`config.mk`:
```
export PLATFORM = sky130hd
export DESIGN_NAME = reset_init_register_bank
export DESIGN_NICKNAME = d
export VERILOG_FILES = /design/src/pkg/reset_init_pkg.sv /design/src/rtl/level_sync.sv /design/src/rtl/reset_init_register_bank.sv
export SDC_FILE = /design/constraint.sdc
export NUM_CORES = 1
export LEC_CHECK = 0
export ABC_AREA = 1
export ABC_CLOCK_PERIOD_IN_PS = 26600
export BUFFER_PORTS_ARGS = -buffer_cell sky130_fd_sc_hd__buf_2
export CAP_MARGIN = 20
export CELL_PAD_IN_SITES_DETAIL_PLACEMENT = 0
export CELL_PAD_IN_SITES_GLOBAL_PLACEMENT = 2
export CORE_AREA = 2 2 236 238
export CTS_CLUSTER_SIZE = 28
export DETAILED_ROUTE_END_ITERATION = 12
export DIE_AREA = 0 0 238 240
export PLACE_DENSITY = 0.74
export SYNTH_ARGS = -nofsm -noshare
export SYNTH_HDL_FRONTEND = slang
export SYNTH_SLANG_ARGS = --single-unit
```
`constraint.sdc`:
```
create_clock -name clk_sys -period 26.6 [get_ports clk_sys]
set_input_delay 2.66 -clock clk_sys [delete_from_list [all_inputs] [get_ports clk_sys]]
set_output_delay 2.66 -clock clk_sys [all_outputs]
set_load 0.02 [all_outputs]
```
`src/pkg/reset_init_pkg.sv`:
```
package reset_init_pkg;

    localparam int NREG  = 37;
    localparam int IDX_W = 6;

    // Slots of registers that the logic handles by name
    localparam int IDX_CORE_IRQ    = 0;
    localparam int IDX_REQ_FLAGS   = 1;
    localparam int IDX_SER_CTRL    = 2;
    localparam int IDX_ADC_HIGH    = 5;
    localparam int IDX_OPTION      = 7;
    localparam int IDX_DIR_A       = 8;
    localparam int IDX_DIR_B       = 9;
    localparam int IDX_PERIPH_EN   = 13;
    localparam int IDX_PWR_STAT    = 15;
    localparam int IDX_OSC_CTRL    = 16;
    localparam int IDX_T2_PERIOD   = 19;
    localparam int IDX_SLAVE_ADDR  = 20;
    localparam int IDX_ADDR_MASK   = 21;
    localparam int IDX_ADC_LOW     = 32;

    localparam logic [8:0] ALIAS_OPTION_ADDR = 9'h181;
    localparam logic [8:0] ALIAS_DIR_B_ADDR  = 9'h186;

    // Field positions
    localparam int GLOBAL_EN_BIT  = 7;
    localparam int PWR_BOR_BIT    = 0;
    localparam int PWR_POR_BIT    = 1;
    localparam int PWR_SBOR_BIT   = 4;
    localparam int OSC_STAT_LSB   = 1;
    localparam int OSC_STAT_MSB   = 3;

    localparam logic [3:0]  MASK_MODE     = 4'h9;
    localparam logic [12:0] IRQ_VECTOR    = 13'h0004;

    // Printed offsets, one per slot
    localparam logic [0:NREG-1][8:0] REG_ADDR = '{
        9'h00b, 9'h00c, 9'h014, 9'h01c, 9'h01d, 9'h01e, 9'h01f, 9'h081,
        9'h085, 9'h086, 9'h087, 9'h088, 9'h089, 9'h08c, 9'h08d, 9'h08e,
        9'h08f, 9'h090, 9'h091, 9'h092, 9'h093, 9'h093, 9'h094, 9'h095,
        9'h096, 9'h097, 9'h098, 9'h099, 9'h09a, 9'h09b, 9'h09c, 9'h09d,
        9'h09e, 9'h09f, 9'h105, 9'h107, 9'h108};

    // Power-on image; unknown contents start at zero
    localparam logic [0:NREG-1][7:0] POR_VAL = '{
        8'h00, 8'h00, 8'h00, 8'h00, 8'h00, 8'h00, 8'h00, 8'hff,
        8'hff, 8'hff, 8'hff, 8'hff, 8'h0f, 8'h00, 8'h00, 8'h10,
        8'h60, 8'h00, 8'h00, 8'hff, 8'h00, 8'hff, 8'h00, 8'hff,
        8'h00, 8'h00, 8'h02, 8'h00, 8'h00, 8'h00, 8'h00, 8'h01,
        8'h00, 8'h00, 8'h08, 8'h00, 8'h00};

    // Implemented bits
    localparam logic [0:NREG-1][7:0] IMPL_MASK = '{
        8'hff, 8'hff, 8'hff, 8'hff, 8'h3f, 8'hff, 8'hdf, 8'hff,
        8'hff, 8'hff, 8'hff, 8'hff, 8'h0f, 8'hff, 8'hff, 8'h33,
        8'h7f, 8'h1f, 8'hff, 8'hff, 8'hff, 8'hff, 8'hff, 8'hff,
        8'hff, 8'hff, 8'hf7, 8'hff, 8'hff, 8'hff, 8'hff, 8'h1f,
        8'hff, 8'hb0, 8'h1f, 8'hfb, 8'hfb};

    // Bits that software may write
    localparam logic [0:NREG-1][7:0] WR_MASK = '{
        8'hff, 8'hff, 8'hff, 8'hff, 8'h3f, 8'h00, 8'hdf, 8'hff,
        8'hff, 8'hff, 8'hff, 8'hff, 8'h0f, 8'hff, 8'hff, 8'h33,
        8'h71, 8'h1f, 8'hff, 8'hff, 8'hff, 8'hff, 8'hff, 8'hff,
        8'hff, 8'hff, 8'hf7, 8'hff, 8'hff, 8'hff, 8'hff, 8'h1f,
        8'h00, 8'hb0, 8'h1f, 8'hfb, 8'hfb};

    // Bits kept across master-clear, watchdog and brown-out resets
    localparam logic [0:NREG-1][7:0] KEEP_WARM = '{
        8'h01, 8'h00, 8'h00, 8'hff, 8'h00, 8'hff, 8'h00, 8'h00,
        8'h00, 8'h00, 8'h00, 8'h00, 8'h00, 8'h00, 8'h00, 8'h13,
        8'h00, 8'h1f, 8'h00, 8'h00, 8'h00, 8'h00, 8'h00, 8'h00,
        8'h00, 8'h00, 8'h00, 8'h00, 8'h00, 8'h00, 8'h00, 8'h00,
        8'hff, 8'h00, 8'h00, 8'h00, 8'h00};

    localparam logic [7:0] WAKE_RELOAD = 8'hff;

endpackage : reset_init_pkg

```
`src/rtl/level_sync.sv`:
```
`timescale 1ns/1ns
module level_sync #(
    parameter int               WIDTH     = 1,
    parameter logic [WIDTH-1:0] RESET_VAL = '0
) (
    input  wire logic             clk_sys,
    input  wire logic             rst,
    input  wire logic [WIDTH-1:0] d,
    output logic      [WIDTH-1:0] q
);

    typedef struct packed {
        logic [WIDTH-1:0] stage1;
        logic [WIDTH-1:0] stage2;
    } sync_t;

    sync_t s_q;
    sync_t s_d;

    // The first stage feeds only the second; metastability settles there
    always_comb begin
        s_d.stage1 = d;
        s_d.stage2 = s_q.stage1;
    end

    always_ff @(posedge clk_sys or posedge rst) begin
        if (rst) begin
            s_q <= {RESET_VAL, RESET_VAL};
        end else begin
            s_q <= s_d;
        end
    end

    assign q = s_q.stage2;

endmodule : level_sync

```
`src/rtl/reset_init_register_bank.sv`:
```
// Operation
// Unimplemented bits always read as zero, and unknown power-on contents may start at any value.
// A supply drop deep enough for power-on reset applies the power-on image, never the brown-out one.
// An interrupt that wakes the core from sleep leaves its flag set in the interrupt control or request register.
// A wake-up by interrupt with global enable set loads the program counter with vector 0004h.
// Brown-out reset clears bit 0 of the power status register and every other reset leaves it alone.
// Address 93h reaches the slave address register, and the address mask only while serial mode is 1001.
// Every reset clears the global interrupt enable bit.
// Warm resets reload power-on defaults except power and oscillator status, and sleep wake-up keeps contents; the code reloads period and mask on wake,
// and on warm resets also keeps 1Ch, 90h, the ADC results at 1Eh and 9Eh, and bit 0 of 0Bh.
`timescale 1ns/1ns
module reset_init_register_bank (
    input  wire logic        clk_sys,
    input  wire logic        rst,
    input  wire logic        master_clear_reset_pin_n,
    input  wire logic        brownout_detect,
    input  wire logic        watchdog_timer_timeout,
    input  wire logic        sleep_enter,
    input  wire logic [2:0]  core_irq_flag_set,
    input  wire logic [7:0]  periph_irq_flag_set,
    input  wire logic [2:0]  osc_status,
    input  wire logic        adc_result_valid,
    input  wire logic [15:0] adc_result,
    input  wire logic [8:0]  addr,
    input  wire logic [7:0]  wdata,
    input  wire logic        wr_en,
    input  wire logic        rd_en,
    output logic      [7:0]  rdata_q,
    output logic             sleeping_q,
    output logic             wake_q,
    output logic             pc_vector_load_q,
    output logic      [12:0] pc_vector_addr_q,
    output logic             global_interrupt_enable_q,
    output logic      [3:0]  sync_serial_mode_select_q
);

    localparam int N = reset_init_pkg::NREG;

    typedef enum logic {PWR_RUN, PWR_SLEEP} power_t;

    typedef struct packed {
        logic                 hit;
        logic [reset_init_pkg::IDX_W-1:0] idx;
    } sel_t;

    typedef struct packed {
        logic [0:N-1][7:0] regs;
        power_t            pwr;
        logic [7:0]        rdata;
        logic              wake;
        logic              vec_load;
        logic [12:0]       vec_addr;
    } state_t;

    localparam state_t ST_POR = '{
        regs:     reset_init_pkg::POR_VAL,
        pwr:      PWR_RUN,
        rdata:    8'h00,
        wake:     1'b0,
        vec_load: 1'b0,
        vec_addr: 13'h0000
    };

    state_t      s_q;
    state_t      s_d;
    logic [1:0]  pins_sync;
    logic        master_clear_active;
    logic        bor_active;
    logic        warm_reset;
    logic        irq_wake;
    sel_t        sel;

    level_sync #(
        .WIDTH     (2),
        .RESET_VAL (2'b01)
    ) u_pin_sync (
        .clk_sys (clk_sys),
        .rst     (rst),
        .d       ({brownout_detect, master_clear_reset_pin_n}),
        .q       (pins_sync)
    );

    assign master_clear_active = ~pins_sync[0];
    assign bor_active  = pins_sync[1];

    // Address decode; 93h is steered by the serial mode field
    function automatic sel_t find_reg(input logic [8:0] a, input logic [3:0] mode);
        sel_t       s;
        logic [8:0] f;
        s = '0;
        f = a;
        if (a == reset_init_pkg::ALIAS_OPTION_ADDR || a == reset_init_pkg::ALIAS_DIR_B_ADDR) begin
            f = {1'b0, a[7:0]};
        end
        for (int i = 0; i < N; i++) begin
            if (reset_init_pkg::REG_ADDR[i] == f &&
                !(i == reset_init_pkg::IDX_SLAVE_ADDR && mode == reset_init_pkg::MASK_MODE) &&
                !(i == reset_init_pkg::IDX_ADDR_MASK && mode != reset_init_pkg::MASK_MODE)) begin
                s.hit = 1'b1;
                s.idx = i[reset_init_pkg::IDX_W-1:0];
            end
        end
        return s;
    endfunction : find_reg

    always_comb begin
        s_d          = s_q;
        s_d.wake     = 1'b0;
        s_d.vec_load = 1'b0;
        s_d.rdata    = 8'h00;
        sel          = find_reg(addr, s_q.regs[reset_init_pkg::IDX_SER_CTRL][3:0]);
        irq_wake     = |(core_irq_flag_set & s_q.regs[reset_init_pkg::IDX_CORE_IRQ][5:3]) |
                       |(periph_irq_flag_set & s_q.regs[reset_init_pkg::IDX_PERIPH_EN]);
        warm_reset   = master_clear_active | bor_active | (watchdog_timer_timeout & (s_q.pwr == PWR_RUN));

        // Read path; oscillator status bits come live from the clock unit
        if (rd_en && sel.hit) begin
            s_d.rdata = s_q.regs[sel.idx] & reset_init_pkg::IMPL_MASK[sel.idx];
            if (sel.idx == reset_init_pkg::IDX_W'(reset_init_pkg::IDX_OSC_CTRL)) begin
                s_d.rdata[reset_init_pkg::OSC_STAT_MSB:reset_init_pkg::OSC_STAT_LSB] = osc_status;
            end
        end

        // Write path; unimplemented and read-only bits never store
        if (wr_en && sel.hit) begin
            s_d.regs[sel.idx] = (s_q.regs[sel.idx] & ~reset_init_pkg::WR_MASK[sel.idx]) |
                                (wdata & reset_init_pkg::WR_MASK[sel.idx]);
        end

        if (adc_result_valid) begin
            s_d.regs[reset_init_pkg::IDX_ADC_HIGH] = adc_result[15:8];
            s_d.regs[reset_init_pkg::IDX_ADC_LOW]  = adc_result[7:0];
        end

        // Flags are set after the write so a same-cycle clear cannot lose an event
        s_d.regs[reset_init_pkg::IDX_CORE_IRQ][2:0] = s_d.regs[reset_init_pkg::IDX_CORE_IRQ][2:0] |
                                                      core_irq_flag_set;
        s_d.regs[reset_init_pkg::IDX_REQ_FLAGS] = s_d.regs[reset_init_pkg::IDX_REQ_FLAGS] | periph_irq_flag_set;

        case (s_q.pwr)
            PWR_RUN: begin
                if (sleep_enter) begin
                    s_d.pwr = PWR_SLEEP;
                end
            end
            PWR_SLEEP: begin
                if (irq_wake || watchdog_timer_timeout) begin
                    s_d.pwr  = PWR_RUN;
                    s_d.wake = 1'b1;
                    // Period and mask come back full on wake, all else is kept
                    s_d.regs[reset_init_pkg::IDX_T2_PERIOD] = reset_init_pkg::WAKE_RELOAD;
                    s_d.regs[reset_init_pkg::IDX_ADDR_MASK] = reset_init_pkg::WAKE_RELOAD;
                    if (irq_wake && s_q.regs[reset_init_pkg::IDX_CORE_IRQ][reset_init_pkg::GLOBAL_EN_BIT]) begin
                        s_d.vec_load = 1'b1;
                        s_d.vec_addr = reset_init_pkg::IRQ_VECTOR;
                    end
                end
            end
            default: begin
                s_d.pwr = PWR_RUN;
            end
        endcase

        // Warm reset wins over every write and event in the same cycle; a read still returns data
        if (warm_reset) begin
            for (int i = 0; i < N; i++) begin
                s_d.regs[i] = (s_q.regs[i] & reset_init_pkg::KEEP_WARM[i]) |
                              (reset_init_pkg::POR_VAL[i] & ~reset_init_pkg::KEEP_WARM[i]);
            end
            if (bor_active) begin
                s_d.regs[reset_init_pkg::IDX_PWR_STAT][reset_init_pkg::PWR_SBOR_BIT] = 1'b1;
                s_d.regs[reset_init_pkg::IDX_PWR_STAT][reset_init_pkg::PWR_BOR_BIT]  = 1'b0;
            end
            s_d.pwr      = PWR_RUN;
            s_d.wake     = 1'b0;
            s_d.vec_load = 1'b0;
        end
    end

    // Power-on reset is asynchronous and overrides any brown-out in flight
    always_ff @(posedge clk_sys or posedge rst) begin
        if (rst) begin
            s_q <= ST_POR;
        end else begin
            s_q <= s_d;
        end
    end

    assign rdata_q                   = s_q.rdata;
    assign sleeping_q                = (s_q.pwr == PWR_SLEEP);
    assign wake_q                    = s_q.wake;
    assign pc_vector_load_q          = s_q.vec_load;
    assign pc_vector_addr_q          = s_q.vec_addr;
    assign global_interrupt_enable_q = s_q.regs[reset_init_pkg::IDX_CORE_IRQ][reset_init_pkg::GLOBAL_EN_BIT];
    assign sync_serial_mode_select_q = s_q.regs[reset_init_pkg::IDX_SER_CTRL][3:0];

    property p_r1_unimpl_zero;
        @(posedge clk_sys) disable iff (rst)
        (rd_en && sel.hit) |=> ((rdata_q & ~$past(reset_init_pkg::IMPL_MASK[sel.idx])) == 8'h00);
    endproperty
    a_r1_unimpl_zero: assert property (p_r1_unimpl_zero) else $error("unimplemented bit read as one");

    property p_r2_por_image;
        @(posedge clk_sys) disable iff (rst)
        $fell(rst) |-> (s_q.regs[reset_init_pkg::IDX_PWR_STAT] == 8'h10 && !global_interrupt_enable_q);
    endproperty
    a_r2_por_image: assert property (p_r2_por_image) else $error("power-on image not applied");

    property p_r3_wake_flag;
        @(posedge clk_sys) disable iff (rst)
        (sleeping_q && !warm_reset && |periph_irq_flag_set) |=>
            ((s_q.regs[reset_init_pkg::IDX_REQ_FLAGS] & $past(periph_irq_flag_set)) == $past(periph_irq_flag_set));
    endproperty
    a_r3_wake_flag: assert property (p_r3_wake_flag) else $error("wake flag not recorded");

    property p_r4_vector;
        @(posedge clk_sys) disable iff (rst)
        (sleeping_q && irq_wake && !warm_reset && global_interrupt_enable_q) |=>
            (pc_vector_load_q && wake_q && pc_vector_addr_q == 13'h0004) ##1 !pc_vector_load_q;
    endproperty
    a_r4_vector: assert property (p_r4_vector) else $error("vector not loaded on wake");

    property p_r5_bor_bit;
        @(posedge clk_sys) disable iff (rst)
        warm_reset |=> (s_q.regs[reset_init_pkg::IDX_PWR_STAT][0] ==
                        ($past(bor_active) ? 1'b0 : $past(s_q.regs[reset_init_pkg::IDX_PWR_STAT][0])));
    endproperty
    a_r5_bor_bit: assert property (p_r5_bor_bit) else $error("brown-out status bit wrong");

    property p_r6_mask_access;
        @(posedge clk_sys) disable iff (rst)
        (wr_en && addr == 9'h093 && !warm_reset && sync_serial_mode_select_q == 4'h9) |=>
            (s_q.regs[reset_init_pkg::IDX_ADDR_MASK] == $past(wdata) &&
             $stable(s_q.regs[reset_init_pkg::IDX_SLAVE_ADDR]));
    endproperty
    a_r6_mask_access: assert property (p_r6_mask_access) else $error("mask register not selected");

    property p_r7_gie_clear;
        @(posedge clk_sys) disable iff (rst)
        warm_reset |=> !global_interrupt_enable_q;
    endproperty
    a_r7_gie_clear: assert property (p_r7_gie_clear) else $error("global enable survived reset");

    property p_r8_warm_defaults;
        @(posedge clk_sys) disable iff (rst)
        warm_reset |=> (s_q.regs[reset_init_pkg::IDX_OPTION] == 8'hff &&
                        s_q.regs[reset_init_pkg::IDX_DIR_A] == 8'hff && !sleeping_q &&
                        s_q.regs[reset_init_pkg::IDX_ADC_HIGH] == $past(s_q.regs[reset_init_pkg::IDX_ADC_HIGH]));
    endproperty
    a_r8_warm_defaults: assert property (p_r8_warm_defaults) else $error("warm reset image wrong");

    property p_r8_wake_keeps;
        @(posedge clk_sys) disable iff (rst)
        (sleeping_q && !warm_reset && !wr_en && (irq_wake || watchdog_timer_timeout)) |=>
            ($stable(s_q.regs[reset_init_pkg::IDX_DIR_B]) && wake_q &&
             s_q.regs[reset_init_pkg::IDX_T2_PERIOD] == 8'hff);
    endproperty
    a_r8_wake_keeps: assert property (p_r8_wake_keeps) else $error("wake changed kept register");

    property p_r1_unmapped_zero;
        @(posedge clk_sys) disable iff (rst)
        (rd_en && !sel.hit) |=> (rdata_q == 8'h00);
    endproperty
    a_r1_unmapped_zero: assert property (p_r1_unmapped_zero) else $error("unmapped read not zero");

    property p_r1_idle_zero;
        @(posedge clk_sys) disable iff (rst)
        !rd_en |=> (rdata_q == 8'h00);
    endproperty
    a_r1_idle_zero: assert property (p_r1_idle_zero) else $error("read data without strobe");

    property p_r1_unmapped_write;
        @(posedge clk_sys) disable iff (rst)
        (wr_en && !sel.hit && !warm_reset && !adc_result_valid && core_irq_flag_set == 3'h0 &&
         periph_irq_flag_set == 8'h00 && !(sleeping_q && (irq_wake || watchdog_timer_timeout))) |=>
            $stable(s_q.regs);
    endproperty
    a_r1_unmapped_write: assert property (p_r1_unmapped_write) else $error("unmapped write stored");

    property p_r2_vector_zero;
        @(posedge clk_sys) disable iff (rst)
        $fell(rst) |-> (pc_vector_addr_q == 13'h0000 && !sleeping_q && !wake_q);
    endproperty
    a_r2_vector_zero: assert property (p_r2_vector_zero) else $error("power-on outputs wrong");

    property p_r3_core_flag;
        @(posedge clk_sys) disable iff (rst)
        (core_irq_flag_set != 3'h0 && !warm_reset) |=>
            ((s_q.regs[reset_init_pkg::IDX_CORE_IRQ][2:0] & $past(core_irq_flag_set)) == $past(core_irq_flag_set));
    endproperty
    a_r3_core_flag: assert property (p_r3_core_flag) else $error("core flag not recorded");

    property p_r4_no_vector_off;
        @(posedge clk_sys) disable iff (rst)
        (sleeping_q && irq_wake && !warm_reset && !global_interrupt_enable_q) |=> !pc_vector_load_q;
    endproperty
    a_r4_no_vector_off: assert property (p_r4_no_vector_off) else $error("vector taken with enable off");

    property p_r4_run_no_vector;
        @(posedge clk_sys) disable iff (rst)
        !sleeping_q |=> !pc_vector_load_q;
    endproperty
    a_r4_run_no_vector: assert property (p_r4_run_no_vector) else $error("vector while running");

    property p_r5_other_keeps;
        @(posedge clk_sys) disable iff (rst)
        (warm_reset && !bor_active) |=>
            (s_q.regs[reset_init_pkg::IDX_PWR_STAT][0] == $past(s_q.regs[reset_init_pkg::IDX_PWR_STAT][0]));
    endproperty
    a_r5_other_keeps: assert property (p_r5_other_keeps) else $error("status bit changed by reset");

    property p_r6_addr_plain;
        @(posedge clk_sys) disable iff (rst)
        (wr_en && addr == 9'h093 && !warm_reset && sync_serial_mode_select_q != 4'h9 &&
         !(sleeping_q && (irq_wake || watchdog_timer_timeout))) |=>
            (s_q.regs[reset_init_pkg::IDX_SLAVE_ADDR] == $past(wdata) &&
             $stable(s_q.regs[reset_init_pkg::IDX_ADDR_MASK]));
    endproperty
    a_r6_addr_plain: assert property (p_r6_addr_plain) else $error("slave address not selected");

    property p_r8_sleep_hold;
        @(posedge clk_sys) disable iff (rst)
        (sleeping_q && !warm_reset && !wr_en && !irq_wake && !watchdog_timer_timeout && !adc_result_valid &&
         core_irq_flag_set == 3'h0 && periph_irq_flag_set == 8'h00) |=> $stable(s_q.regs);
    endproperty
    a_r8_sleep_hold: assert property (p_r8_sleep_hold) else $error("register changed in sleep");

    property p_r8_wake_pulse;
        @(posedge clk_sys) disable iff (rst)
        wake_q |=> !wake_q;
    endproperty
    a_r8_wake_pulse: assert property (p_r8_wake_pulse) else $error("wake pulse too long");

    property p_r8_sleep_entry;
        @(posedge clk_sys) disable iff (rst)
        (!sleeping_q && sleep_enter && !warm_reset) |=> sleeping_q;
    endproperty
    a_r8_sleep_entry: assert property (p_r8_sleep_entry) else $error("sleep not entered");

endmodule : reset_init_register_bank

```
==> out/metrics.json, run 1 <==
{
  "cts_tree": "done",
  "viasPerCell": 5.16,
  "first_pass_iters": 5,
  "final_antenna_net_count": 0,
  "detail_route.iter0.violations": 1086,
  "setup.worst_path.start_class": "input port",
  "report.power.total_w": 0.00109,
  "rsz0062_at_grt": "no",
  "grt_pass1_vias": 14699,
  "globalRouteMet1Util": 0.307,
  "remaining_global_route_overflow": 0,
  "cts.repair.resized": 0,
  "fmax_mhz": 115,
  "critical_path_capture_point_type": "flop",
  "floorplan.die.height_um": 240,
  "cts_sinks": 312,
  "period_share": 0.326,
  "die_area_mm2": 0.0571,
  "io_pins": 85,
  "outcome": "finished clean",
  "fp-row-count": 86,
  "final.hold.worst_slack_ns": 0.349,
  "timing.slew.headroom": 0.261,
  "ctsRootBufferMaster": "sky130_fd_sc_hd__clkbuf_16",
  "yosys_register_bits": 312,
  "clk_transition_reported_paths_ns": 0.06,
  "regArea_mm2": 0.00790,
  "antenna_found_initial": 0,
  "cts.hold.buffers_added": 0,
  "cp_slowest_cell": "sky130_fd_sc_hd__nand2_1",
  "final_util": 0.333,
  "commonest_non_fill_non_tap_cells_in_the_layout": "507 x sky130_fd_sc_hd__nand2_1, 248 x sky130_fd_sc_hd__inv_1, 236 x sky130_fd_sc_hd__dfrtp_1",
  "max-vdd-ir-drop_uv": 38.4,
  "cts_setup_buffers": 0,
  "average_instance_area_after_synthesis_um2": 7.89,
  "post_dp_cell_area_mm2": 0.0170,
  "core_mm2": 0.0547,
  "maxSlewViolCount": 0,
  "dp_wirelength_mm": 46.7,
  "hold_viol_final": 0,
  "timing.critical_path.fanout_max": 15,
  "power_per_cell_area_mw_per_mm2": 59.9,
  "hold_path.class": "flop to flop",
  "final_cell_area_mm2": 0.0182,
  "cp_data_arrival_time_ns": 9.17,
  "grt_use_met3": 0.0286,
  "placement.io_buffers": 72,
  "syn_inst": 2061,
  "power_leakage_nw": 8.26,
  "nNetsFinal": 2164,
  "cp.required_ns": 27.10,
  "synthesis.area_mm2": 0.0163,
  "gr-usage-all-layers": 0.234,
  "gpl.final_weighted_congestion": 0.891,
  "met2_track_demand_over_resource": 0.391,
  "clkLatencyLatePin_ns": 0.56,
  "area_growth_pct": 11.9,
  "finalCriticalPeriod_ns": 8.68,
  "netlist-cell-type-count": 52,
  "clock_tree.buffer_depth": 3,
  "mostFrequentLayoutCell": "sky130_fd_sc_hd__nand2_1",
  "totalNegativeSetupSlack_ns": 0,
  "worst_clock_skew_ns": 0.0105,
  "drt_wl_total_mm": 66.5,
  "global_route_wire_length_before_repair_mm": 98.3,
  "path_class": "input port to flop",
  "grt_busiest_layer": "met2",
  "antenna_cells": 0,
  "synth.yosys.warnings": 0,
  "initial_core_utilization": 0.297,
  "worst_slew_pin_slew_ns": 1.10,
  "multi_input_area_mm2": 0.00669,
  "synth.yosys.seq_area_share": 0.486,
  "post-route-drc-count": 0,
  "clock_h_tree_levels": 2,
  "crit_chain": "buf_2 -> inv_2 -> nand2_1 -> nor2_2 -> nand2_2 -> nand3_4 -> inv_2 -> nand2_1 -> nor2_2 -> a31oi_1 -> nand3_1 -> nor2_2 -> inv_2 -> nor3_1 -> nand4_1 -> nand2_1 -> buf_4 -> inv_2 -> a21oi_1 -> inv_1 -> or2_2 -> nand2_1 -> inv_1",
  "setup_viol_count_final": 0,
  "vias": 14631,
  "maxCapViolations": 0,
  "largest_net_degree_at_the_start_of_global_routing": 113,
  "n_fill_cell": 5901,
  "critPathMaxStageDelay_ns": 0.71,
  "inserted_clock_buffers": 38,
  "avgRoutedWirePerCell_um": 23.5,
  "die_span_in_x_um": 238,
  "drive_gt1_frac": 0.147
}
==> flip-flops by register name, summed over array words and instances (netlist names) <==
name	flops
wake_q	1
sync_serial_mode_select_q	4
pc_vector_load_q	1
pc_vector_addr_q	1
global_interrupt_enable_q	1
sleeping_q	1
s_q	291
rdata_q	8
u_pin_sync.q	2
u_pin_sync.s_d	2
==> path summary, 6_finish.rpt <==
check                                                          from                        end  slack (ns)  depth (start not counted)
setup reg to reg           sync_serial_mode_select_q[3]$_DFFE_PP0P_       s_q[178]$_DFFE_PP0P_       21.13                         17
setup / recovery                                            addr[6]       s_q[189]$_DFFE_PP1P_       17.92                         23
max in group asynchronous                                       rst       s_q[116]$_DFFE_PP0P_       22.83                          3
hold / removal                          u_pin_sync.s_d[1]$_DFF_PP0_  u_pin_sync.q[1]$_DFF_PP0_        0.35                          0
min in group asynchronous                                       rst       s_q[182]$_DFFE_PP0P_        2.22                          2
hold reg to reg                         u_pin_sync.s_d[1]$_DFF_PP0_  u_pin_sync.q[1]$_DFF_PP0_        0.35                          0
==> cell usage after synthesis (all sizes together) <==
master	count	area (um2)
ha	4	50.1
a31oi	3	18.8
o211ai	3	22.5
o2111ai	2	17.5
o221ai	4	35.0
o21bai	2	22.5
nand3	134	721
or2	25	156
conb	1	3.75
a22o	1	8.76
a21oi	134	682
o22ai	142	888
nand4	18	140
inv	269	1010
a211oi	2	15.0
and3	1	6.26
clkbuf	14	52.6
o31ai	4	35.0
a221oi	1	8.76
nor2	186	771
a21boi	1	11.3
dfstp	76	2000
dfrtp	236	5910
buf	86	652
mux2i	1	10.0
a221o	1	10.0
nand2	528	2060
nor4	2	12.5
o21ai	149	749
a22oi	10	75.1
clkinv	1	3.75
nor3	20	105
==> stage by stage <==
| step | setup slack, ns | instances |
|---|---|---|
| after detailed placement | 17.49 | 2768 |
| after floorplan | 15.44 | 2072 |
| after global routing | 17.80 | 2837 |
| after CTS | 18.07 | 2837 |
| final | 17.92 | 2837 |
| after global placement | 17.41 | 2768 |
==> area by class of cell <==
class,instances,share of cell area
Clock inverter,3,0.00103
Clock buffer,66,0.0642
Timing Repair Buffer,92,0.0281
Multi-Input combinational cell,1390,0.368
Sequential cell,312,0.434
Inverter,270,0.0563
Tap cell,704,0.0484
==> cells by family after synthesis <==
group                      Yosys count  share of synthesized area
and+or+nand+nor                    914                      0.244
AOI/OAI and AO/OA                  459                      0.160
buffers and inverters              370                      0.106
DFF                                312                      0.486
adders and majority gates            4                    0.00308
muxes                                1                   0.000616
other                                1                   0.000231
==> power by group <==
group	switching (W)	leakage (nW)	internal, W	total (W)
logic	0.0000760	3.64	0.0000187	0.0000947
clock network	0.000210	0.579	0.000297	0.000507
registers	0.00000550	4.04	0.000482	0.000487
total	0.000292	8.26	0.000797	0.00109
==> metal layers <==
metal,part of all wire,vias up
li1,-,6825
met1,0.43,7272
met2,0.48,416
met3,0.048,118
met4,0.040,0
met5,0,-
==> worst max-delay path: cells and delay by family <==
kind | cells | cell delay (ns)
buf+inv | 8 | 1.18
compound gates | 2 | 1.00
simple gates | 13 | 4.29
Note: power is estimated with default switching activity, not from simulation.
==> run 2, diff against run 1 <==
--- a/config.mk
+++ b/config.mk
@@ -5,17 +5,17 @@
 export SDC_FILE = /design/constraint.sdc
 export NUM_CORES = 1
 export LEC_CHECK = 0
-export ABC_AREA = 1
-export ABC_CLOCK_PERIOD_IN_PS = 26600
+export ABC_AREA = 0
+export ABC_CLOCK_PERIOD_IN_PS = 8800
 export BUFFER_PORTS_ARGS = -buffer_cell sky130_fd_sc_hd__buf_2
 export CAP_MARGIN = 20
 export CELL_PAD_IN_SITES_DETAIL_PLACEMENT = 0
 export CELL_PAD_IN_SITES_GLOBAL_PLACEMENT = 2
-export CORE_AREA = 2 2 236 238
+export CORE_AREA = 2 2 238 240
 export CTS_CLUSTER_SIZE = 28
 export DETAILED_ROUTE_END_ITERATION = 12
-export DIE_AREA = 0 0 238 240
-export PLACE_DENSITY = 0.74
+export DIE_AREA = 0 0 240 242
+export PLACE_DENSITY = 0.71
 export SYNTH_ARGS = -nofsm -noshare
 export SYNTH_HDL_FRONTEND = slang
 export SYNTH_SLANG_ARGS = --single-unit
==> constraint.sdc (replaced) <==
create_clock -name clk_sys -period 8.8 [get_ports clk_sys]
set_input_delay 0.88 -clock clk_sys [delete_from_list [all_inputs] [get_ports clk_sys]]
set_output_delay 0.88 -clock clk_sys [all_outputs]
set_load 0.02 [all_outputs]
==> run 2 against run 1 <==
Effect of this change:
- critical endpoint is now s_q[271]$_DFFE_PP0P_
- power grew to 3.1 times the previous value
- critical path depth shrank 9
- via count grew 1.4%
==> out/metrics.json, run 2 <==
{
  "totalNegativeSetupSlack": {"value": 0, "unit": "ns", "change": "unchanged"},
  "io_pins": {"value": 85, "change": "unchanged"},
  "synth-async-reset-ratio": {"value": 1.00, "change": "unchanged"},
  "detail_route.iter0.violations": {"value": 1512, "change": "+39%"},
  "nNetsFinal": {"value": 1867, "change": "-14%"},
  "placement.io_buffers": {"value": 72, "change": "unchanged"},
  "largest_net_degree_at_the_start_of_global_routing": {"value": 79, "change": "-30%"},
  "vias": {"value": 14839, "change": "+1.4%"},
  "final.hold.worst_slack": {"value": 0.357, "unit": "ns", "change": "+0.00794 ns"},
  "core": {"value": 0.0557, "unit": "mm2", "change": "+2.0%"},
  "avgRoutedWirePerCell": {"value": 28.0, "unit": "um", "change": "+19%"},
  "rsz0062_at_grt": "no",
  "fp-row-count": {"value": 87, "change": "+1.2%"},
  "clock_h_tree_levels": {"value": 2, "change": "unchanged"},
  "setup.worst_path.start_class": "input port",
  "power_leakage": {"value": 7.95, "unit": "nW", "change": "-3.8%"},
  "cp.required": {"value": 9.20, "unit": "ns", "change": "-17.90 ns"},
  "synth.yosys.seq_area_share": {"value": 0.479, "change": "-0.00660"},
  "maxCapViolations": {"value": 0, "change": "unchanged"},
  "cp_data_arrival_time": {"value": 6.26, "unit": "ns", "change": "-2.91 ns"},
  "clkLatencyLatePin": {"value": 0.56, "unit": "ns", "change": "about the same"},
  "power_per_cell_area": {"value": 178, "unit": "mW/mm2", "change": "+200%"},
  "finalCriticalPeriod_ns": 5.86,
  "worst_clock_skew": {"value": 0.0229, "unit": "ns", "change": "+0.0124 ns"},
  "cts_sinks": {"value": 312, "change": "unchanged"},
  "cts.hold.buffers_added": {"value": 0, "change": "unchanged"},
  "inserted_clock_buffers": {"value": 37, "change": "-2.6%"},
  "grt_pass1_vias": {"value": 14418, "change": "-1.9%"},
  "fmax_mhz": 171,
  "dp_worst_setup_slack": {"value": 2.42, "unit": "ns", "change": "-15.07 ns"},
  "antenna_cells": {"value": 0, "change": "unchanged"},
  "maxSlewViolCount": {"value": 0, "change": "unchanged"},
  "dp_wirelength": {"value": 48.4, "unit": "mm", "change": "+3.8%"},
  "n_fill_cell": {"value": 5859, "change": "-0.71%"},
  "floorplan.die.height": {"value": 242, "unit": "um", "change": "+0.83%"},
  "first_pass_iters": {"value": 5, "change": "unchanged"},
  "synth_edf_count": {"value": 0, "change": "unchanged"},
  "ctsRootBufferMaster": "sky130_fd_sc_hd__clkbuf_16",
  "synth_largest_area_cell": "sky130_fd_sc_hd__dfrtp_1",
  "synth.yosys.warnings": {"value": 0, "change": "unchanged"},
  "hold_path.class": "flop to flop",
  "clock_tree.buffer_depth": {"value": 3, "change": "unchanged"},
  "post-route-drc-count": {"value": 0, "change": "unchanged"},
  "die_area": {"value": 0.0581, "unit": "mm2", "change": "+1.7%"},
  "gr-usage-all-layers": {"value": 0.248, "change": "+0.0141"},
  "final_util": {"value": 0.336, "change": "+0.00301"},
  "clk_transition_reported_paths": {"value": 0.06, "unit": "ns", "change": "about the same"},
  "cts_tree": "done",
  "drt_wl_total": {"value": 72.5, "unit": "mm", "change": "+9.0%"},
  "cts_setup_buffers": {"value": 0, "change": "unchanged"},
  "antenna_found_initial": {"value": 1, "change": "+1"},
  "viasPerCell": {"value": 5.73, "change": "+11%"},
  "netlist-cell-type-count": {"value": 97, "change": "+87%"},
  "average_instance_area_after_synthesis": {"value": 9.17, "unit": "um2", "change": "+16%"},
  "ys.flop_type": "sky130_fd_sc_hd__dfrtp_1",
  "syn_inst": {"value": 1797, "change": "-13%"},
  "largest-register": "s_q",
  "initial_core_utilization": {"value": 0.296, "change": "-0.00170"},
  "worst_slew_pin_slew": {"value": 1.17, "unit": "ns", "change": "+0.0737 ns"},
  "yosys_register_bits": {"value": 312, "change": "unchanged"},
  "path_class": "input port to flop",
  "commonest_non_fill_non_tap_cells_in_the_layout": "236 x sky130_fd_sc_hd__dfrtp_1, 204 x sky130_fd_sc_hd__nand2_1, 199 x sky130_fd_sc_hd__o21ai_0",
  "postLayoutSetupSlackWorst": {"value": 2.94, "unit": "ns", "change": "-14.98 ns"},
  "timing.slew.headroom": {"value": 0.214, "change": "-0.0471"},
  "mostFrequentLayoutCell": "sky130_fd_sc_hd__dfrtp_1",
  "synth_area_leaders": "sky130_fd_sc_hd__dfrtp_1 36%, sky130_fd_sc_hd__dfstp_2 12%, sky130_fd_sc_hd__o21ai_0 6.0%",
  "global_route_wire_length_before_repair": {"value": 105, "unit": "mm", "change": "+6.9%"},
  "period_share": 0.666,
  "critical_path_capture_point_type": "flop",
  "max-vdd-ir-drop": {"value": 118, "unit": "uV", "change": "+210%"},
  "remaining_global_route_overflow": {"value": 0, "change": "unchanged"},
  "synthesis.area": {"value": 0.0165, "unit": "mm2", "change": "+1.4%"},
  "timing.critical_path.fanout_max": {"value": 26, "change": "+11"},
  "setup_viol_count_final": {"value": 0, "change": "unchanged"},
  "outcome": "finished clean",
  "synth_top_area_share": {"value": 0.358, "change": "-0.00494"},
  "largest_reg_flops": {"value": 291, "change": "unchanged"},
  "cts.repair.resized": {"value": 0, "change": "unchanged"},
  "die_span_in_x": {"value": 240, "unit": "um", "change": "+0.84%"},
  "gpl.final_weighted_congestion": {"value": 0.940, "change": "+5.6%"},
  "report.power.total": {"value": 0.00334, "unit": "W", "change": "+210%"},
  "hold_viol_final": {"value": 0, "change": "unchanged"},
  "synthMostInstantiatedCell": "sky130_fd_sc_hd__dfrtp_1",
  "area_growth_pct": 13.5,
  "synth_cell_count_leaders": "236 x sky130_fd_sc_hd__dfrtp_1, 204 x sky130_fd_sc_hd__nand2_1, 199 x sky130_fd_sc_hd__o21ai_0",
  "final_antenna_net_count": {"value": 0, "change": "unchanged"},
  "drive_gt1_frac": {"value": 0.175, "change": "+0.0277"}
}
## run 2: cell types whose count changed after synthesis, sizes merged, moves of 32 or more
cell    delta
nand3     -73
mux2i     +56
nand2    -320
o211ai    +41
a211oi    +80
inv      -253
a21oi     +32
o21ai     +72
clkbuf    +72
o22ai    -126
## run 2: power by group
part           switching [W]  leakage [nW]  internal [W]  total [W]
Clock               0.000648         0.617      0.000927    0.00158
Combinational       0.000220          3.27     0.0000699   0.000289
Sequential         0.0000166          4.06       0.00146    0.00147
## run 2: kinds of logic after synthesis
group,share of synthesized area
xor gates and xnor gates,0.000531
other,0.000228
adders and majority gates,0.00304
DFF,0.479
muxes,0.0408
and+or+nand+nor,0.159
buffers and inverters,0.0585
AOI/OAI and AO/OA,0.259
## run 2: cell type report
type                    count  area (um2)  share of cell area
well taps                 756         946              0.0505
inverters                  16        66.3             0.00354
flip-flops and latches    312        7900               0.422
multi-input cells        1309        7710               0.412
clock buffers              52        1090              0.0584
clock inverters            15         139             0.00742
repair buffers            131         855              0.0457
## run 2: per-layer routing
metal  vias to the layer above  global-route usage  part of all wire
met2                       582               0.384              0.46
met4                         2              0.0928             0.036
met3                       112              0.0383             0.064
met5                         -                   0           0.00015
li1                       6594                   -                 -
met1                      7549               0.347              0.44
## run 2: critical path, stage by stage
cell                       delay, ns
sky130_fd_sc_hd__buf_2          0.21
sky130_fd_sc_hd__nor4b_4        0.55
sky130_fd_sc_hd__nand3_1        0.23
sky130_fd_sc_hd__nor2_1         0.25
sky130_fd_sc_hd__a31o_2         0.47
sky130_fd_sc_hd__nand2_4        0.29
sky130_fd_sc_hd__inv_2          0.60
sky130_fd_sc_hd__buf_4          0.40
sky130_fd_sc_hd__a31oi_1        0.17
sky130_fd_sc_hd__a211oi_2       0.44
sky130_fd_sc_hd__nand2b_1       0.52
sky130_fd_sc_hd__inv_1          0.15
sky130_fd_sc_hd__a31oi_4        0.86
sky130_fd_sc_hd__o21ai_0        0.21
## run 2: path summary, 6_finish.rpt
check / endpoint / start / depth (start not counted) / slack (ns)
worst max-delay path: s_q[271]$_DFFE_PP0P_ / addr[7] / 14 / 2.94
worst min-delay path: u_pin_sync.q[0]$_DFF_PP1_ / u_pin_sync.s_d[0]$_DFF_PP1_ / 0 / 0.36
worst max register to register: s_q[294]$_DFFE_PP0P_ / sync_serial_mode_select_q[3]$_DFFE_PP0P_ / 14 / 3.76
worst min register to register: u_pin_sync.q[0]$_DFF_PP1_ / u_pin_sync.s_d[0]$_DFF_PP1_ / 0 / 0.36
max in group asynchronous: rdata_q[2]$_DFF_PP0_ / rst / 4 / 6.77
min in group asynchronous: s_q[83]$_DFFE_PP0P_ / rst / 3 / 0.55
## run 2: stage by stage
step	cell area [um2]	instances
floorplan	16500	1808
global placement	17300	2511
detailed placement	17400	2516
CTS	18600	2583
global route	18700	2591
finish	18700	2591
==> run 3, diff against run 2 <==
--- a/config.mk
+++ b/config.mk
@@ -5,17 +5,17 @@
 export SDC_FILE = /design/constraint.sdc
 export NUM_CORES = 1
 export LEC_CHECK = 0
-export ABC_AREA = 0
-export ABC_CLOCK_PERIOD_IN_PS = 8800
+export ABC_AREA = 1
+export ABC_CLOCK_PERIOD_IN_PS = 6120
 export BUFFER_PORTS_ARGS = -buffer_cell sky130_fd_sc_hd__buf_2
 export CAP_MARGIN = 20
 export CELL_PAD_IN_SITES_DETAIL_PLACEMENT = 0
 export CELL_PAD_IN_SITES_GLOBAL_PLACEMENT = 2
-export CORE_AREA = 2 2 238 240
+export CORE_AREA = 2 2 236 238
 export CTS_CLUSTER_SIZE = 28
 export DETAILED_ROUTE_END_ITERATION = 12
-export DIE_AREA = 0 0 240 242
-export PLACE_DENSITY = 0.71
+export DIE_AREA = 0 0 238 240
+export PLACE_DENSITY = 0.74
 export SYNTH_ARGS = -nofsm -noshare
 export SYNTH_HDL_FRONTEND = slang
 export SYNTH_SLANG_ARGS = --single-unit
==> constraint.sdc (replaced) <==
create_clock -name clk_sys -period 6.12 [get_ports clk_sys]
set_input_delay 0.612 -clock clk_sys [delete_from_list [all_inputs] [get_ports clk_sys]]
set_output_delay 0.612 -clock clk_sys [all_outputs]
set_load 0.02 [all_outputs]
==> run 3 against run 2 <==
Effect of this change:
- worst hold slack worse by 0.28 ns
- global-route usage is 1.4 points lower
- die area decreased by 1.7%
- clock power grew 41%
- cell count grew 11%
- non-clock buffer count up 1
- sequential power increased by 44%
- first-iteration DRC count decreased by 15%
- critical endpoint is now s_q[189]$_DFFE_PP1P_
- largest cell class unchanged
==> out/metrics.json, run 3 (synthesis gave the netlist of run 1 again) <==
{
  "report.power.total": {"value": 0.00480, "unit": "W", "change": "+44%"},
  "die_span_in_x": {"value": 238, "unit": "um", "change": "-0.83%"},
  "initial_core_utilization": {"value": 0.297, "change": "+0.00170"},
  "critPathCapture": "s_q[189]$_DFFE_PP1P_",
  "maxCapViolations": {"value": 0, "change": "unchanged"},
  "cts_sinks": {"value": 312, "change": "unchanged"},
  "grt_pass1_vias": {"value": 15038, "change": "+4.3%"},
  "antenna_found_initial": {"value": 1, "change": "unchanged"},
  "period_share": 0.914,
  "die_area": {"value": 0.0571, "unit": "mm2", "change": "-1.7%"},
  "cts.repair.resized": {"value": 0, "change": "unchanged"},
  "gpl.final_weighted_congestion": {"value": 0.898, "change": "-4.5%"},
  "post_dp_cell_area": {"value": 0.0175, "unit": "mm2", "change": "+0.38%"},
  "timing.slew.headroom": {"value": 0.290, "change": "+0.0755"},
  "n_fill_cell": {"value": 5910, "change": "+0.87%"},
  "clk_transition_reported_paths": {"value": 0.07, "unit": "ns", "change": "about the same"},
  "core": {"value": 0.0547, "unit": "mm2", "change": "-1.9%"},
  "nNetsFinal": {"value": 2203, "change": "+18%"},
  "largest_net_degree_at_the_start_of_global_routing": {"value": 166, "change": "+110%"},
  "maxSlewViolCount": {"value": 0, "change": "unchanged"},
  "worst_slew_pin_slew": {"value": 1.05, "unit": "ns", "change": "-0.119 ns"},
  "regToRegEndpoint": "s_q[206]$_DFFE_PP0P_",
  "inserted_clock_buffers": {"value": 37, "change": "unchanged"},
  "drt_wl_total": {"value": 66.8, "unit": "mm", "change": "-8.0%"},
  "mostFrequentLayoutCell": "sky130_fd_sc_hd__nand2_1",
  "cts.hold.buffers_added": {"value": 0, "change": "unchanged"},
  "clkLatencyLatePin": {"value": 0.57, "unit": "ns", "change": "about the same"},
  "clock_h_tree_levels": {"value": 2, "change": "unchanged"},
  "power_leakage": {"value": 8.52, "unit": "nW", "change": "+7.3%"},
  "hold_path.class": "input port to async pin",
  "remaining_global_route_overflow": {"value": 0, "change": "unchanged"},
  "final_util": {"value": 0.341, "change": "+0.00571"},
  "first_pass_iters": {"value": 5, "change": "unchanged"},
  "viasPerCell": {"value": 5.20, "change": "-9.2%"},
  "finalCriticalPeriod_ns": 5.60,
  "placement.io_buffers": {"value": 72, "change": "unchanged"},
  "cp.required": {"value": 6.61, "unit": "ns", "change": "-2.59 ns"},
  "cts_tree": "done",
  "area_growth_pct": 14.8,
  "largest-register": "s_q",
  "timing.critical_path.fanout_max": {"value": 15, "change": "-42%"},
  "final_cell_area": {"value": 0.0187, "unit": "mm2", "change": "-0.25%"},
  "cp_data_arrival_time": {"value": 6.09, "unit": "ns", "change": "-0.17 ns"},
  "final_antenna_net_count": {"value": 0, "change": "unchanged"},
  "critical_path_capture_point_type": "flop",
  "largest_reg_flops": {"value": 291, "change": "unchanged"},
  "avgRoutedWirePerCell": {"value": 23.2, "unit": "um", "change": "-17%"},
  "io_pins": {"value": 85, "change": "unchanged"},
  "drive_gt1_frac": {"value": 0.165, "change": "-0.0100"},
  "worst-r2r-cell-count": {"value": 21, "change": "+7"},
  "regArea": {"value": 0.00790, "unit": "mm2", "change": "unchanged"},
  "hold_viol_final": {"value": 0, "change": "unchanged"},
  "post-route-drc-count": {"value": 0, "change": "unchanged"},
  "detail_route.iter0.violations": {"value": 1279, "change": "-15%"},
  "clock_tree.buffer_depth": {"value": 3, "change": "unchanged"},
  "floorplan.die.height": {"value": 240, "unit": "um", "change": "-0.83%"},
  "vias": {"value": 14953, "change": "+0.77%"},
  "gr-usage-all-layers": {"value": 0.234, "change": "-0.0137"},
  "cts_setup_buffers": {"value": 0, "change": "unchanged"},
  "totalNegativeSetupSlack": {"value": 0, "unit": "ns", "change": "unchanged"},
  "outcome": "finished clean",
  "setup_viol_count_final": {"value": 0, "change": "unchanged"},
  "multi_input_area": {"value": 0.00669, "unit": "mm2", "change": "-13%"},
  "rsz0062_at_grt": "no",
  "fp-row-count": {"value": 86, "change": "-1.1%"},
  "ctsRootBufferMaster": "sky130_fd_sc_hd__clkbuf_16",
  "reg2reg_setup_slack": {"value": 1.97, "unit": "ns", "change": "-1.79 ns"},
  "dp_wirelength": {"value": 47.8, "unit": "mm", "change": "-1.2%"},
  "worst_clock_skew": {"value": 0.0198, "unit": "ns", "change": "-0.00315 ns"},
  "global_route_wire_length_before_repair": {"value": 98.3, "unit": "mm", "change": "-6.5%"},
  "commonest_non_fill_non_tap_cells_in_the_layout": "507 x sky130_fd_sc_hd__nand2_1, 248 x sky130_fd_sc_hd__inv_1, 236 x sky130_fd_sc_hd__dfrtp_1",
  "setup.worst_path.start_class": "input port",
  "regToRegStartpoint": "sync_serial_mode_select_q[1]$_DFFE_PP0P_",
  "power_per_cell_area": {"value": 257, "unit": "mW/mm2", "change": "+44%"},
  "fmax_mhz": 179,
  "path_class": "input port to flop",
  "max-vdd-ir-drop": {"value": 176, "unit": "uV", "change": "+49%"},
  "setup.worst_path.start": "addr[1]"
}
-- run 3: changes by cell type in the layout (fill, tap and decap cells not counted), sizes merged, moves of 41 or more --
cell and change:
nand2 +320, inv +254, o22ai +126, a211oi -80, nand3 +73, o21ai -72
mux2i -56, o211ai -41
-- run 3: metrics by stage --
step	setup slack, ns	cells	hold slack (ns)
global placement	0.0219	2807	0.331
finish	0.524	2876	0.0809
floorplan	1.42	2072	0.331
detailed placement	0.118	2807	0.336
global route	0.323	2875	0.110
CTS	0.697	2874	0.0801
-- run 3: worst min-delay path by stage --
| stage | startpoint | endpoint | slack, ns | depth (start not counted) |
|---|---|---|---|---|
| floorplan | u_pin_sync.s_d[1]$_DFF_PP0_ | u_pin_sync.q[1]$_DFF_PP0_ | 0.33 | 0 |
| global placement | u_pin_sync.s_d[1]$_DFF_PP0_ | u_pin_sync.q[1]$_DFF_PP0_ | 0.33 | 0 |
| detailed placement | u_pin_sync.s_d[1]$_DFF_PP0_ | u_pin_sync.q[1]$_DFF_PP0_ | 0.34 | 0 |
| CTS | rst | s_q[79]$_DFFE_PP0P_ | 0.08 | 2 |
| global route | rst | s_q[110]$_DFFE_PP0P_ | 0.11 | 2 |
| finish | rst | s_q[115]$_DFFE_PP0P_ | 0.08 | 2 |
-- run 3: report_power, final --
part	total, W	internal [W]	switching [W]
Clock	0.00223	0.00130	0.000933
Sequential	0.00212	0.00209	0.0000241
Combinational	0.000449	0.000112	0.000337
-- run 3: layer usage --
| layer | global-route usage | share of wire | vias up |
|---|---|---|---|
| met5 | 0 | 0.00019 | - |
| met4 | 0.108 | 0.043 | 2 |
| met3 | 0.0396 | 0.054 | 123 |
| met2 | 0.384 | 0.47 | 460 |
| met1 | 0.302 | 0.43 | 7465 |
| li1 | - | - | 6903 |
-- run 3: area by class of cell --
type	instances	share of cell area
Clock buffer	58	0.0599
Multi-Input combinational cell	1390	0.358
Tap cell	704	0.0472
Clock inverter	9	0.00395
Sequential cell	312	0.423
Timing Repair Buffer	132	0.0527
Antenna cell	1	0.000134
Inverter	270	0.0546
-- run 3: worst max-delay path, cell delays in order --
cell and delay, ns:
sky130_fd_sc_hd__buf_2 0.16, sky130_fd_sc_hd__inv_1 0.07, sky130_fd_sc_hd__nand2_2 0.11, sky130_fd_sc_hd__nor2_1 0.08, sky130_fd_sc_hd__nand2_2 0.13, sky130_fd_sc_hd__nand3_4 0.18
sky130_fd_sc_hd__nand2_4 0.17, sky130_fd_sc_hd__inv_4 0.08, sky130_fd_sc_hd__nand2_1 0.42, sky130_fd_sc_hd__nand3_1 0.53, sky130_fd_sc_hd__nor2_2 0.20, sky130_fd_sc_hd__buf_4 0.23
sky130_fd_sc_hd__inv_2 0.14, sky130_fd_sc_hd__nor3_1 0.46, sky130_fd_sc_hd__nand4_1 0.47, sky130_fd_sc_hd__nand2_1 0.24, sky130_fd_sc_hd__buf_4 0.27, sky130_fd_sc_hd__inv_2 0.20
sky130_fd_sc_hd__a21oi_1 0.63, sky130_fd_sc_hd__inv_1 0.24, sky130_fd_sc_hd__or2_2 0.33, sky130_fd_sc_hd__nand2_1 0.07, sky130_fd_sc_hd__inv_1 0.03
